`src/logic/ssm_cfg.svh`:
```
// Offsets, field positions, reset values and limits of the standstill and speed monitor.
// Contract
// - Standstill check starts once the delay has run out.
// - Ramped stop and stops C, D, E also enter standstill.
// - Entry latches the position as reference until deselection.
// - Deselection clears the delay and releases the drive.
// - Leaving the window gives stop B, then A, and a message.
// - System error in standstill gives stop F and a message.
// - Standstill keeps the drive in closed-loop control.
// - Four limits, switchable while checking runs.
// - A lower limit waits for the changeover delay.
// - Speed above the enforced limit gives a message and the configured stop.
// - Configured stop is A, B, C or D.
// - A higher limit applies at once.
// - Two setpoint limits: selected limit times a percent factor.
// - Two select inputs code limit 0 to 3.
// - Two unacknowledged discrepancies force limit 0.
// - Function 3 behaves as encoder mode; 1 selects brake ramp. Code refuses stops C and D for function 3 as for 1 and 2.
// - Brake ramp: a new lower limit starts quick-stop braking.
// - Ramp checked after ramp delay; violation gives message and stop A.
// - Limit adopted when ramp reaches it or speed stays below it.
// - Encoderless operation allows only stop A or B.
`ifndef SSM_CFG_SVH
`define SSM_CFG_SVH
`define SSM_OFF_CTRL      8'h00
`define SSM_OFF_HOLD_DLY  8'h04
`define SSM_OFF_CHG_DLY   8'h08
`define SSM_OFF_TOL       8'h0c
`define SSM_OFF_LIMIT     4'h1
`define SSM_OFF_FACTOR    8'h20
`define SSM_OFF_RAMP_DLY  8'h24
`define SSM_OFF_RAMP_STEP 8'h28
`define SSM_OFF_STATUS    8'h2c
`define SSM_OFF_ACK       8'h30
`define SSM_OFF_EFF       8'h34
`define SSM_CTRL_STOP_LSB 0
`define SSM_CTRL_FUNC_LSB 4
`define SSM_FUNC_RAMP     2'h1
`define SSM_ACK_STOPS     0
`define SSM_ACK_MSGS      1
`define SSM_ACK_DISC      2
`define SSM_RST_CTRL      32'h0000_0000
`define SSM_RST_FACTOR    8'h64
`define SSM_PERCENT       100
`define SSM_DISC_LIMIT    2'h2
`define SSM_STOP_A        0
`define SSM_STOP_B        1
`define SSM_STOP_C        2
`define SSM_STOP_D        3
`define SSM_STOP_E        4
`define SSM_STOP_F        5
`endif

```
`src/logic/ssm_pkg.sv`:
```
// Types shared by the standstill and speed monitor.
package ssm_pkg;
    typedef enum logic [1:0] {HOLD_IDLE, HOLD_DELAY, HOLD_ACTIVE} ssm_hold_e;
    typedef enum logic [1:0] {SPD_STEADY, SPD_WAIT, SPD_RAMP_DLY, SPD_RAMP_MON} ssm_spd_e;
endpackage

```
`src/logic/ssm_monitor.sv`:
```
// Standstill hold and limited speed monitor with an APB register slave.
//
// Implementation choices: the APB register port and the placing of the registers.
`timescale 1ns/10ps
`include "ssm_cfg.svh"
module ssm_monitor #(
    parameter int POS_W = 32,
    parameter int SPD_W = 16,
    parameter int TMR_W = 24
) (
    input  wire logic             pclk,
    input  wire logic             presetn,
    input  wire logic             psel,
    input  wire logic             penable,
    input  wire logic             pwrite,
    input  wire logic [7:0]       paddr,
    input  wire logic [31:0]      pwdata,
    output logic      [31:0]      prdata,
    output logic                  pready,
    output logic                  pslverr,
    input  wire logic             standstill_select_bit,
    input  wire logic             ramped_stop_to_hold,
    input  wire logic             failsafe_input_bit0,
    input  wire logic             failsafe_input_bit1,
    input  wire logic             limited_speed_monitor_en,
    input  wire logic             discrepancy_err,
    input  wire logic             system_error,
    input  wire logic [5:0]       ext_stop_req,
    input  wire logic [POS_W-1:0] actual_pos,
    input  wire logic [SPD_W-1:0] actual_speed,
    output logic      [5:0]       stop_out,
    output logic                  closed_loop_hold,
    output logic                  motion_release,
    output logic                  quick_stop_ramp,
    output logic      [3:0]       msg_out,
    output logic      [SPD_W-1:0] effective_setpoint_limit0,
    output logic      [SPD_W-1:0] effective_setpoint_limit1
);

    // ********
    // Parameter check
    // ********
    generate
        if (SPD_W < 8 || SPD_W > 32 || POS_W > 32 || POS_W < 2 || TMR_W > 32) begin : g_bad
            $error("Unsupported width parameters.");
        end
    endgenerate

    // ********
    // Pin synchronisers
    // ********
    localparam int NPIN = 5;
    logic [NPIN-1:0] pin_raw;
    logic [NPIN-1:0] s1_q;
    logic [NPIN-1:0] s2_q;
    logic [NPIN-1:0] s3_q;
    logic [NPIN-1:0] pin_q;

    assign pin_raw = {limited_speed_monitor_en, failsafe_input_bit1, failsafe_input_bit0,
                      ramped_stop_to_hold, standstill_select_bit};

    // Each pin passes three flops; a change counts once the last two agree.
    generate
        for (genvar i = 0; i < NPIN; i++) begin : g_sync
            always_ff @(posedge pclk or negedge presetn) begin
                if (!presetn) begin
                    s1_q[i]  <= 1'b0;
                    s2_q[i]  <= 1'b0;
                    s3_q[i]  <= 1'b0;
                    pin_q[i] <= 1'b0;
                end else begin
                    s1_q[i] <= pin_raw[i];
                    s2_q[i] <= s1_q[i];
                    s3_q[i] <= s2_q[i];
                    if (s2_q[i] == s3_q[i]) begin
                        pin_q[i] <= s3_q[i];
                    end
                end
            end
        end
    endgenerate

    // ********
    // Registers
    // ********
    logic [1:0]       stop_sel_q;
    logic [1:0]       func_sel_q;
    logic [TMR_W-1:0] hold_dly_q;
    logic [TMR_W-1:0] chg_dly_q;
    logic [TMR_W-1:0] ramp_dly_q;
    logic [POS_W-1:0] tol_q;
    logic [SPD_W-1:0] lim_q [4];
    logic [7:0]       factor_q;
    logic [SPD_W-1:0] ramp_step_q;
    logic             wr_en;
    logic             acc;
    logic             mapped;
    logic             bad_ctrl;
    logic [2:0]       ack_bits;
    logic             ramp_mode;

    assign acc   = psel & penable;
    assign wr_en = acc & pwrite & ~pslverr;
    assign pready = 1'b1;
    assign ramp_mode = (func_sel_q == `SSM_FUNC_RAMP);

    // Address decode; limits sit in four words from the limit offset.
    always_comb begin
        mapped = 1'b1;
        case (paddr)
            `SSM_OFF_CTRL, `SSM_OFF_HOLD_DLY, `SSM_OFF_CHG_DLY, `SSM_OFF_TOL,
            `SSM_OFF_FACTOR, `SSM_OFF_RAMP_DLY, `SSM_OFF_RAMP_STEP, `SSM_OFF_STATUS,
            `SSM_OFF_ACK, `SSM_OFF_EFF: mapped = 1'b1;
            default: mapped = (paddr[7:4] == `SSM_OFF_LIMIT) && (paddr[1:0] == 2'h0);
        endcase
    end

    // Any nonzero function select refuses stops beyond B.
    assign bad_ctrl = (paddr == `SSM_OFF_CTRL) && pwrite &&
                      (pwdata[`SSM_CTRL_FUNC_LSB +: 2] != 2'h0) &&
                      (pwdata[`SSM_CTRL_STOP_LSB +: 2] > 2'h1);
    assign pslverr  = acc & (~mapped | bad_ctrl);
    assign ack_bits = (wr_en && paddr == `SSM_OFF_ACK) ? pwdata[2:0] : 3'h0;

    // Configuration writes take effect at the access edge.
    always_ff @(posedge pclk or negedge presetn) begin
        if (!presetn) begin
            stop_sel_q  <= 2'(`SSM_RST_CTRL);
            func_sel_q  <= 2'h0;
            hold_dly_q  <= '0;
            chg_dly_q   <= '0;
            ramp_dly_q  <= '0;
            tol_q       <= '0;
            factor_q    <= `SSM_RST_FACTOR;
            ramp_step_q <= '0;
            for (int k = 0; k < 4; k++) begin
                lim_q[k] <= '0;
            end
        end else if (wr_en) begin
            case (paddr)
                `SSM_OFF_CTRL: begin
                    stop_sel_q <= pwdata[`SSM_CTRL_STOP_LSB +: 2];
                    func_sel_q <= pwdata[`SSM_CTRL_FUNC_LSB +: 2];
                end
                `SSM_OFF_HOLD_DLY:  hold_dly_q  <= pwdata[TMR_W-1:0];
                `SSM_OFF_CHG_DLY:   chg_dly_q   <= pwdata[TMR_W-1:0];
                `SSM_OFF_RAMP_DLY:  ramp_dly_q  <= pwdata[TMR_W-1:0];
                `SSM_OFF_TOL:       tol_q       <= pwdata[POS_W-1:0];
                `SSM_OFF_FACTOR:    factor_q    <= pwdata[7:0];
                `SSM_OFF_RAMP_STEP: ramp_step_q <= pwdata[SPD_W-1:0];
                default: begin
                    if (paddr[7:4] == `SSM_OFF_LIMIT) begin
                        lim_q[paddr[3:2]] <= pwdata[SPD_W-1:0];
                    end
                end
            endcase
        end
    end

    // ********
    // Standstill hold
    // ********
    ssm_pkg::ssm_hold_e hold_q;
    logic [TMR_W-1:0]   hold_tmr_q;
    logic [POS_W-1:0]   ref_pos_q;
    logic [POS_W-1:0]   pos_diff;
    logic [POS_W-1:0]   pos_abs;
    logic               hold_req;
    logic               hold_viol;
    logic               hold_syserr;
    logic [5:0]         stop_q;

    assign hold_req = pin_q[0] | pin_q[1] | stop_q[`SSM_STOP_C] | stop_q[`SSM_STOP_D] |
                      stop_q[`SSM_STOP_E];

    // Delay, then latch the reference; deselection drops out at once.
    always_ff @(posedge pclk or negedge presetn) begin
        if (!presetn) begin
            hold_q     <= ssm_pkg::HOLD_IDLE;
            hold_tmr_q <= '0;
            ref_pos_q  <= '0;
        end else begin
            case (hold_q)
                ssm_pkg::HOLD_IDLE: begin
                    if (hold_req) begin
                        hold_q     <= ssm_pkg::HOLD_DELAY;
                        hold_tmr_q <= hold_dly_q;
                    end
                end
                ssm_pkg::HOLD_DELAY: begin
                    if (!hold_req) begin
                        hold_q     <= ssm_pkg::HOLD_IDLE;
                        hold_tmr_q <= '0;
                    end else if (hold_tmr_q == '0) begin
                        hold_q    <= ssm_pkg::HOLD_ACTIVE;
                        ref_pos_q <= actual_pos;
                    end else begin
                        hold_tmr_q <= hold_tmr_q - 1'b1;
                    end
                end
                ssm_pkg::HOLD_ACTIVE: begin
                    if (!hold_req) begin
                        hold_q <= ssm_pkg::HOLD_IDLE;
                    end
                end
                default: hold_q <= ssm_pkg::HOLD_IDLE;
            endcase
        end
    end

    // Signed distance from the reference against the tolerance window.
    assign pos_diff    = actual_pos - ref_pos_q;
    assign pos_abs     = pos_diff[POS_W-1] ? (~pos_diff + 1'b1) : pos_diff;
    assign hold_viol   = (hold_q == ssm_pkg::HOLD_ACTIVE) && (pos_abs > tol_q);
    assign hold_syserr = (hold_q == ssm_pkg::HOLD_ACTIVE) && system_error;
    assign closed_loop_hold = (hold_q != ssm_pkg::HOLD_IDLE);
    assign motion_release   = (hold_q == ssm_pkg::HOLD_IDLE);

    // ********
    // Limit selection and changeover
    // ********
    ssm_pkg::ssm_spd_e spd_q;
    logic [1:0]        disc_cnt_q;
    logic [1:0]        tgt_idx;
    logic [1:0]        cur_idx_q;
    logic [1:0]        new_idx_q;
    logic [TMR_W-1:0]  spd_tmr_q;
    logic [TMR_W-1:0]  below_q;
    logic [SPD_W-1:0]  ramp_val_q;
    logic              lim_ev;
    logic              ramp_ev;
    logic              ramping;

    // Discrepancy counter saturates at its limit until acknowledged.
    always_ff @(posedge pclk or negedge presetn) begin
        if (!presetn) begin
            disc_cnt_q <= 2'h0;
        end else if (discrepancy_err && disc_cnt_q != `SSM_DISC_LIMIT) begin
            disc_cnt_q <= disc_cnt_q + 1'b1;
        end else if (ack_bits[`SSM_ACK_DISC] && !discrepancy_err) begin
            disc_cnt_q <= 2'h0;
        end
    end

    assign tgt_idx = (disc_cnt_q == `SSM_DISC_LIMIT) ? 2'h0 :
                     {pin_q[3], pin_q[2]};
    assign ramping = (spd_q == ssm_pkg::SPD_RAMP_DLY) || (spd_q == ssm_pkg::SPD_RAMP_MON);
    assign quick_stop_ramp = ramping;

    // Changeover sequencer: old limit stays in force until adoption.
    always_ff @(posedge pclk or negedge presetn) begin
        if (!presetn) begin
            spd_q      <= ssm_pkg::SPD_STEADY;
            cur_idx_q  <= 2'h0;
            new_idx_q  <= 2'h0;
            spd_tmr_q  <= '0;
            below_q    <= '0;
            ramp_val_q <= '0;
        end else begin
            case (spd_q)
                ssm_pkg::SPD_STEADY: begin
                    if (tgt_idx != cur_idx_q) begin
                        new_idx_q <= tgt_idx;
                        below_q   <= '0;
                        if (!pin_q[4] || lim_q[tgt_idx] >= lim_q[cur_idx_q]) begin
                            cur_idx_q <= tgt_idx;
                        end else if (ramp_mode) begin
                            spd_q      <= ssm_pkg::SPD_RAMP_DLY;
                            spd_tmr_q  <= ramp_dly_q;
                            ramp_val_q <= actual_speed;
                        end else begin
                            spd_q     <= ssm_pkg::SPD_WAIT;
                            spd_tmr_q <= chg_dly_q;
                        end
                    end
                end
                ssm_pkg::SPD_WAIT: begin
                    if (tgt_idx != new_idx_q) begin
                        spd_q <= ssm_pkg::SPD_STEADY;
                    end else if (spd_tmr_q == '0) begin
                        cur_idx_q <= new_idx_q;
                        spd_q     <= ssm_pkg::SPD_STEADY;
                    end else begin
                        spd_tmr_q <= spd_tmr_q - 1'b1;
                    end
                end
                ssm_pkg::SPD_RAMP_DLY, ssm_pkg::SPD_RAMP_MON: begin
                    ramp_val_q <= (ramp_val_q > ramp_step_q) ? ramp_val_q - ramp_step_q : '0;
                    below_q <= (actual_speed < lim_q[new_idx_q]) ? below_q + 1'b1 : '0;
                    if (spd_q == ssm_pkg::SPD_RAMP_DLY) begin
                        if (spd_tmr_q == '0) begin
                            spd_q <= ssm_pkg::SPD_RAMP_MON;
                        end else begin
                            spd_tmr_q <= spd_tmr_q - 1'b1;
                        end
                    end
                    if (tgt_idx != new_idx_q) begin
                        spd_q <= ssm_pkg::SPD_STEADY;
                    end else if ((spd_q == ssm_pkg::SPD_RAMP_MON &&
                                  ramp_val_q <= lim_q[new_idx_q]) ||
                                 (below_q >= ramp_dly_q &&
                                  actual_speed < lim_q[new_idx_q])) begin
                        cur_idx_q <= new_idx_q;
                        spd_q     <= ssm_pkg::SPD_STEADY;
                    end
                end
                default: spd_q <= ssm_pkg::SPD_STEADY;
            endcase
        end
    end

    // Continuous check against the enforced limit and the ramp.
    assign lim_ev  = pin_q[4] && (actual_speed > lim_q[cur_idx_q]);
    assign ramp_ev = (spd_q == ssm_pkg::SPD_RAMP_MON) && (actual_speed > ramp_val_q);

    // Setpoint limits follow the selected limit scaled by the factor.
    always_ff @(posedge pclk or negedge presetn) begin
        if (!presetn) begin
            effective_setpoint_limit0 <= '0;
            effective_setpoint_limit1 <= '0;
        end else begin
            effective_setpoint_limit0 <= SPD_W'(({8'h00, lim_q[tgt_idx]} * factor_q) /
                                                `SSM_PERCENT);
            effective_setpoint_limit1 <= SPD_W'(({8'h00, lim_q[tgt_idx]} * factor_q) /
                                                `SSM_PERCENT);
        end
    end

    // ********
    // Stop requests and messages
    // ********
    logic [5:0] stop_set;
    logic [5:0] stop_d;
    logic [3:0] msg_set;

    // Gather the stop sources; stop B escalates to A once speed is zero.
    always_comb begin
        stop_set = ext_stop_req;
        stop_set[`SSM_STOP_A] = ext_stop_req[`SSM_STOP_A] | ramp_ev |
                                (stop_q[`SSM_STOP_B] && actual_speed == '0);
        stop_set[`SSM_STOP_B] = ext_stop_req[`SSM_STOP_B] | hold_viol;
        stop_set[`SSM_STOP_F] = ext_stop_req[`SSM_STOP_F] | hold_syserr;
        if (lim_ev) begin
            stop_set[stop_sel_q] = 1'b1;
        end
        stop_d = stop_set | (stop_q & ~{6{ack_bits[`SSM_ACK_STOPS]}});
    end

    assign msg_set = {ramp_ev, lim_ev, hold_syserr, hold_viol};

    // Sticky flags; a new event beats an acknowledge in the same cycle.
    always_ff @(posedge pclk or negedge presetn) begin
        if (!presetn) begin
            stop_q   <= 6'h00;
            stop_out <= 6'h00;
            msg_out  <= 4'h0;
        end else begin
            stop_q   <= stop_d;
            stop_out <= stop_d & (~stop_d + 6'h01);
            msg_out  <= msg_set | (msg_out & ~{4{ack_bits[`SSM_ACK_MSGS]}});
        end
    end

    // ********
    // Read data
    // ********
    always_ff @(posedge pclk or negedge presetn) begin
        if (!presetn) begin
            prdata <= 32'h0000_0000;
        end else if (psel && !penable && !pwrite) begin
            prdata <= 32'h0000_0000;
            case (paddr)
                `SSM_OFF_CTRL: begin
                    prdata[`SSM_CTRL_STOP_LSB +: 2] <= stop_sel_q;
                    prdata[`SSM_CTRL_FUNC_LSB +: 2] <= func_sel_q;
                end
                `SSM_OFF_HOLD_DLY:  prdata[TMR_W-1:0] <= hold_dly_q;
                `SSM_OFF_CHG_DLY:   prdata[TMR_W-1:0] <= chg_dly_q;
                `SSM_OFF_RAMP_DLY:  prdata[TMR_W-1:0] <= ramp_dly_q;
                `SSM_OFF_TOL:       prdata[POS_W-1:0] <= tol_q;
                `SSM_OFF_FACTOR:    prdata[7:0]       <= factor_q;
                `SSM_OFF_RAMP_STEP: prdata[SPD_W-1:0] <= ramp_step_q;
                `SSM_OFF_STATUS: begin
                    prdata[21:0] <= {disc_cnt_q, spd_q, hold_q, new_idx_q, cur_idx_q, tgt_idx,
                                     msg_out, stop_out};
                end
                `SSM_OFF_EFF: prdata[SPD_W-1:0] <= effective_setpoint_limit0;
                default: begin
                    if (paddr[7:4] == `SSM_OFF_LIMIT) begin
                        prdata[SPD_W-1:0] <= lim_q[paddr[3:2]];
                    end
                end
            endcase
        end
    end

endmodule

```
`config.mk`:
```
export PLATFORM = sky130hd
export DESIGN_NAME = ssm_monitor
export DESIGN_NICKNAME = d
export VERILOG_FILES = /design/src/logic/ssm_pkg.sv /design/src/logic/ssm_monitor.sv
export VERILOG_INCLUDE_DIRS = /design/src /design/src/logic
export SDC_FILE = /design/constraint.sdc
export NUM_CORES = 2
export LEC_CHECK = 0
export BUFFER_PORTS_ARGS = -buffer_cell sky130_fd_sc_hd__buf_2
export CORE_MARGIN = 3
export CORE_UTILIZATION = 27
export CTS_BUF_LIST = sky130_fd_sc_hd__clkbuf_8
export DETAILED_ROUTE_END_ITERATION = 7
export PLACE_DENSITY_LB_ADDON = 0.05
export SLEW_MARGIN = 5
export SYNTH_ARGS = -nofsm -noshare
export SYNTH_HDL_FRONTEND = slang
export SYNTH_SLANG_ARGS = --single-unit
```
`constraint.sdc`:
```
create_clock -name pclk -period 15.4 [get_ports pclk]
set_clock_uncertainty 0.1 [all_clocks]
set_input_delay 0.77 -clock pclk [delete_from_list [all_inputs] [get_ports pclk]]
set_output_delay 0.77 -clock pclk [all_outputs]
set_load 0.03 [all_outputs]
```
==> results.toml <==
[logic_synthesis]
synth_area_per_cell_um2 = 9.09
ys_async_sr_fraction_pct = 100
synth_cells = 3719
mappedNetlistNets = 4142
syn-cell-area_um2 = 33800
ys_seq_area_share_pct = 30.3
synthDistinctLibCells = 124
synth_ff_type = "dfrtp_1"
ys_warn_count = 0
ys_seq_elements = 409
synth_edf_count = 0

[detailed_routing]
drc = 0
routed_wl_mm = 138
via_per_inst = 5.11
antenna_left = 0
vias = 30500
first_iter_violations = 1836
avgRoutedWirePerCell_um = 23.2
firstDrtPassIters = 5

[global_route]
grt_pass1_wl_mm = 206
grt_max_degree = 95
grt_use_total_pct = 20.9
grt_antenna_before_repair = 15
grt_overflow = 0
grt_pass1_vias = 30600

[worst_setup_path]
critPathMaxFanout = 10
critPathMaxStageDelay_ns = 0.56
crit_top_cell = "buf_4"
timing.critical_path.from_type = "register"
cp-end-kind = "register"
worstSetupPathType = "register to register"
cp_slowest_cell = "fa_1"
worst-endpoint-arrival_ns = 15.49
required_ns = 15.95

[timing]
tns_ns = 0
hold_viol = 0
rsz0062_at_grt = "yes"
fin_crit_sh_pct = 97.0
max_freq_mhz = 66.9
slew_violations = 0
worst_pin_slew_ns = 1.10
max_slew_margin_pct = 26.4
period_needed_ns = 14.94
finalSetupViolCount = 0

[place]
dp_hpwl_mm = 106
gp_congestion = 0.839
io_buffers = 183
placed_area_um2 = 39000
place_inst = 5735

[cells_and_area]
nets = 4667
instances_no_fill = 5962
postLayoutCellArea_um2 = 42900
layout-area-overhead-vs-synth_pct = 27.0
drive_above_1_share_pct = 29.6

[clock_network]
cts_root_buf = "clkbuf_8"
clk_pin_slew_ns = 0.07
htreeDepth = 3
cts_tree = "built"
cts_made_buffers = 87
cts_buffer_depth = 3
clk_latency_ns = 0.75
numClockSinks = 409

[power_and_ir_drop]
p_per_area_nw_per_um2 = 104
p_leak_nw = 19.7
ir_drop_v = 0.0000811
total_power_w = 0.00446

[outcome]
outcome = "completed"

[floorplan]
row_count = 129
start_util_pct = 27.3
dieHeight_um = 360
die-area_um2 = 129000
coreArea_um2 = 124000
io_pins = 185
dieWidth_um = 360

[job]
drv_cap = 0

[hold_path]
hold_path.class = "input pin to register"
final timing paths:
path                                           startpoint                                      end  slack, ns  cells past startpoint
min in group asynchronous                         presetn                  below_q[22]$_DFFE_PN0P_       0.56                      2
worst max register to register  disc_cnt_q[1]$_DFFE_PN0P_   effective_setpoint_limit1[0]$_DFF_PN0_       0.46                     68
worst min register to register          s1_q[2]$_DFF_PN0_                        s2_q[2]$_DFF_PN0_       0.24                      0
max in group asynchronous                         presetn  effective_setpoint_limit1[10]$_DFF_PN0_      12.39                      4
worst max-delay path            disc_cnt_q[1]$_DFFE_PN0P_   effective_setpoint_limit1[0]$_DFF_PN0_       0.46                     68
worst min-delay path                           pwdata[26]                    tol_q[26]$_DFFE_PN0P_       0.14                      3
cell usage in the layout (no fill, tap or decap), types with 45 or more instances in the layout:
cell type	n
clkbuf_8	110
dfrtp_1	405
mux2_2	176
fa_1	76
mux4_2	48
and2_1	96
inv_1	306
nand3_1	66
nor3_1	45
a21o_1	53
o21ai_0	263
buf_4	416
nand2b_1	49
xnor2_1	69
nor2_1	198
a21oi_1	232
ha_1	219
nor2b_1	56
xor2_1	46
buf_2	183
nand2_1	332
timing repair:
item                       4_1_cts  5_1_grt
resized for setup               71      239
gates cloned                     0        2
buffers inserted                 8       42
setup endpoints to repair        3        4
hold endpoints to repair        96        0
pin swaps                       22      115
hold buffers                     6        0
through the flow:
stage | utilization, % | hold slack (ns) | setup slack (ns)
2_1_floorplan | - | 0.231 | 0.382
3_3_place_gp | 31.4 | 0.236 | -0.556
3_5_place_dp | 31.4 | 0.237 | -0.412
4_1_cts | 33.3 | 0.0476 | 0.00306
5_1_grt | 34.6 | 0.0998 | -0.223
6_report | 34.6 | 0.137 | 0.458
logic make-up after synthesis:
logic type,after synthesis,synth area share (%)
adders and majority gates,325,13.9
other,1,0.0111
AOI/OAI and AO/OA,1057,21.0
buffers and inverters,475,5.67
muxes,251,9.92
xor gates and xnor gates,125,3.38
and+or+nand+nor,1076,15.9
DFF,409,30.3
cell type report:
class,count,area (um2)
clock inverter,51,323
inverter,280,1060
timing repair buffer,631,4470
multi-input combinational,2835,23300
tap,1637,2050
fill,13000,81000
clock buffer,110,1510
sequential,409,10200
antenna,9,22.5
where the power goes:
group	internal, W	switching, W
sequential	0.00120	0.000114
clock	0.000695	0.000569
combinational	0.000773	0.00111
worst max-delay path, delay by kind of cell (launching register included):
kind | cells | cell delay (ns)
multiplexers | 1 | 0.38
AO/OA/AOI/OAI | 25 | 4.83
XOR/XNOR | 1 | 0.16
adder cells (fa/ha/maj) | 6 | 2.42
flip-flops | 1 | 0.42
buffers and inverters | 19 | 2.84
AND/OR/NAND/NOR | 16 | 3.65
synth_stat cells (all sizes together), types with 9 or more instances:
| cell | instances | area share, % |
|---|---|---|
| dfrtp | 406 | 30 |
| nand2 | 341 | 3.8 |
| o21ai | 297 | 4.5 |
| inv | 279 | 3.1 |
| a21oi | 254 | 3.8 |
| ha | 231 | 8.6 |
| nor2 | 210 | 2.4 |
| mux2 | 180 | 6.0 |
| clkbuf | 138 | 1.5 |
| and2 | 103 | 1.9 |
| fa | 86 | 5.1 |
| xnor2 | 77 | 2.1 |
| nand3 | 71 | 1.1 |
| nor2b | 62 | 1.1 |
| nor3 | 59 | 0.98 |
| buf | 57 | 1.0 |
| a21o | 54 | 1.2 |
| nand2b | 51 | 0.94 |
| mux4 | 48 | 3.2 |
| xor2 | 48 | 1.3 |
| a221oi | 46 | 1.2 |
| a31oi | 43 | 0.84 |
| a211oi | 39 | 0.93 |
| and3 | 33 | 0.61 |
| nand4 | 32 | 0.59 |
| a22oi | 31 | 0.69 |
| or3 | 28 | 0.55 |
| o211ai | 27 | 0.70 |
| nor4 | 26 | 0.57 |
| o31ai | 26 | 0.58 |
| or2 | 26 | 0.48 |
| o21a | 24 | 0.53 |
| mux2i | 23 | 0.73 |
| o21bai | 23 | 0.51 |
| a222oi | 19 | 0.56 |
| o22ai | 16 | 0.31 |
| a2111oi | 15 | 0.53 |
| a22o | 13 | 0.34 |
| a32oi | 12 | 0.33 |
| a21boi | 11 | 0.26 |
| a32o | 10 | 0.30 |
| o211a | 10 | 0.30 |
| o22a | 9 | 0.23 |
metal layers:
metal | up-vias | part of all wire [%] | wire length (um) | global-route usage (%)
met5 | - | 0.051 | 71 | 0
met4 | 10 | 1.9 | 2600 | 4.25
met3 | 140 | 4.2 | 5750 | 3.27
met2 | 596 | 44 | 61300 | 32.1
met1 | 15200 | 50 | 68700 | 30.8
li1 | 14500 | - | - | -
sequential cells by signal, summed over array words and instances, names as in the netlist, 16 cells and up:
register / flops
below_q: 24
chg_dly_q: 24
effective_setpoint_limit1: 16
hold_dly_q: 24
hold_tmr_q: 24
lim_q: 64
prdata: 32
ramp_dly_q: 24
ramp_step_q: 16
ramp_val_q: 16
ref_pos_q: 32
spd_tmr_q: 24
tol_q: 32
Power figures use the tool's default switching activity.
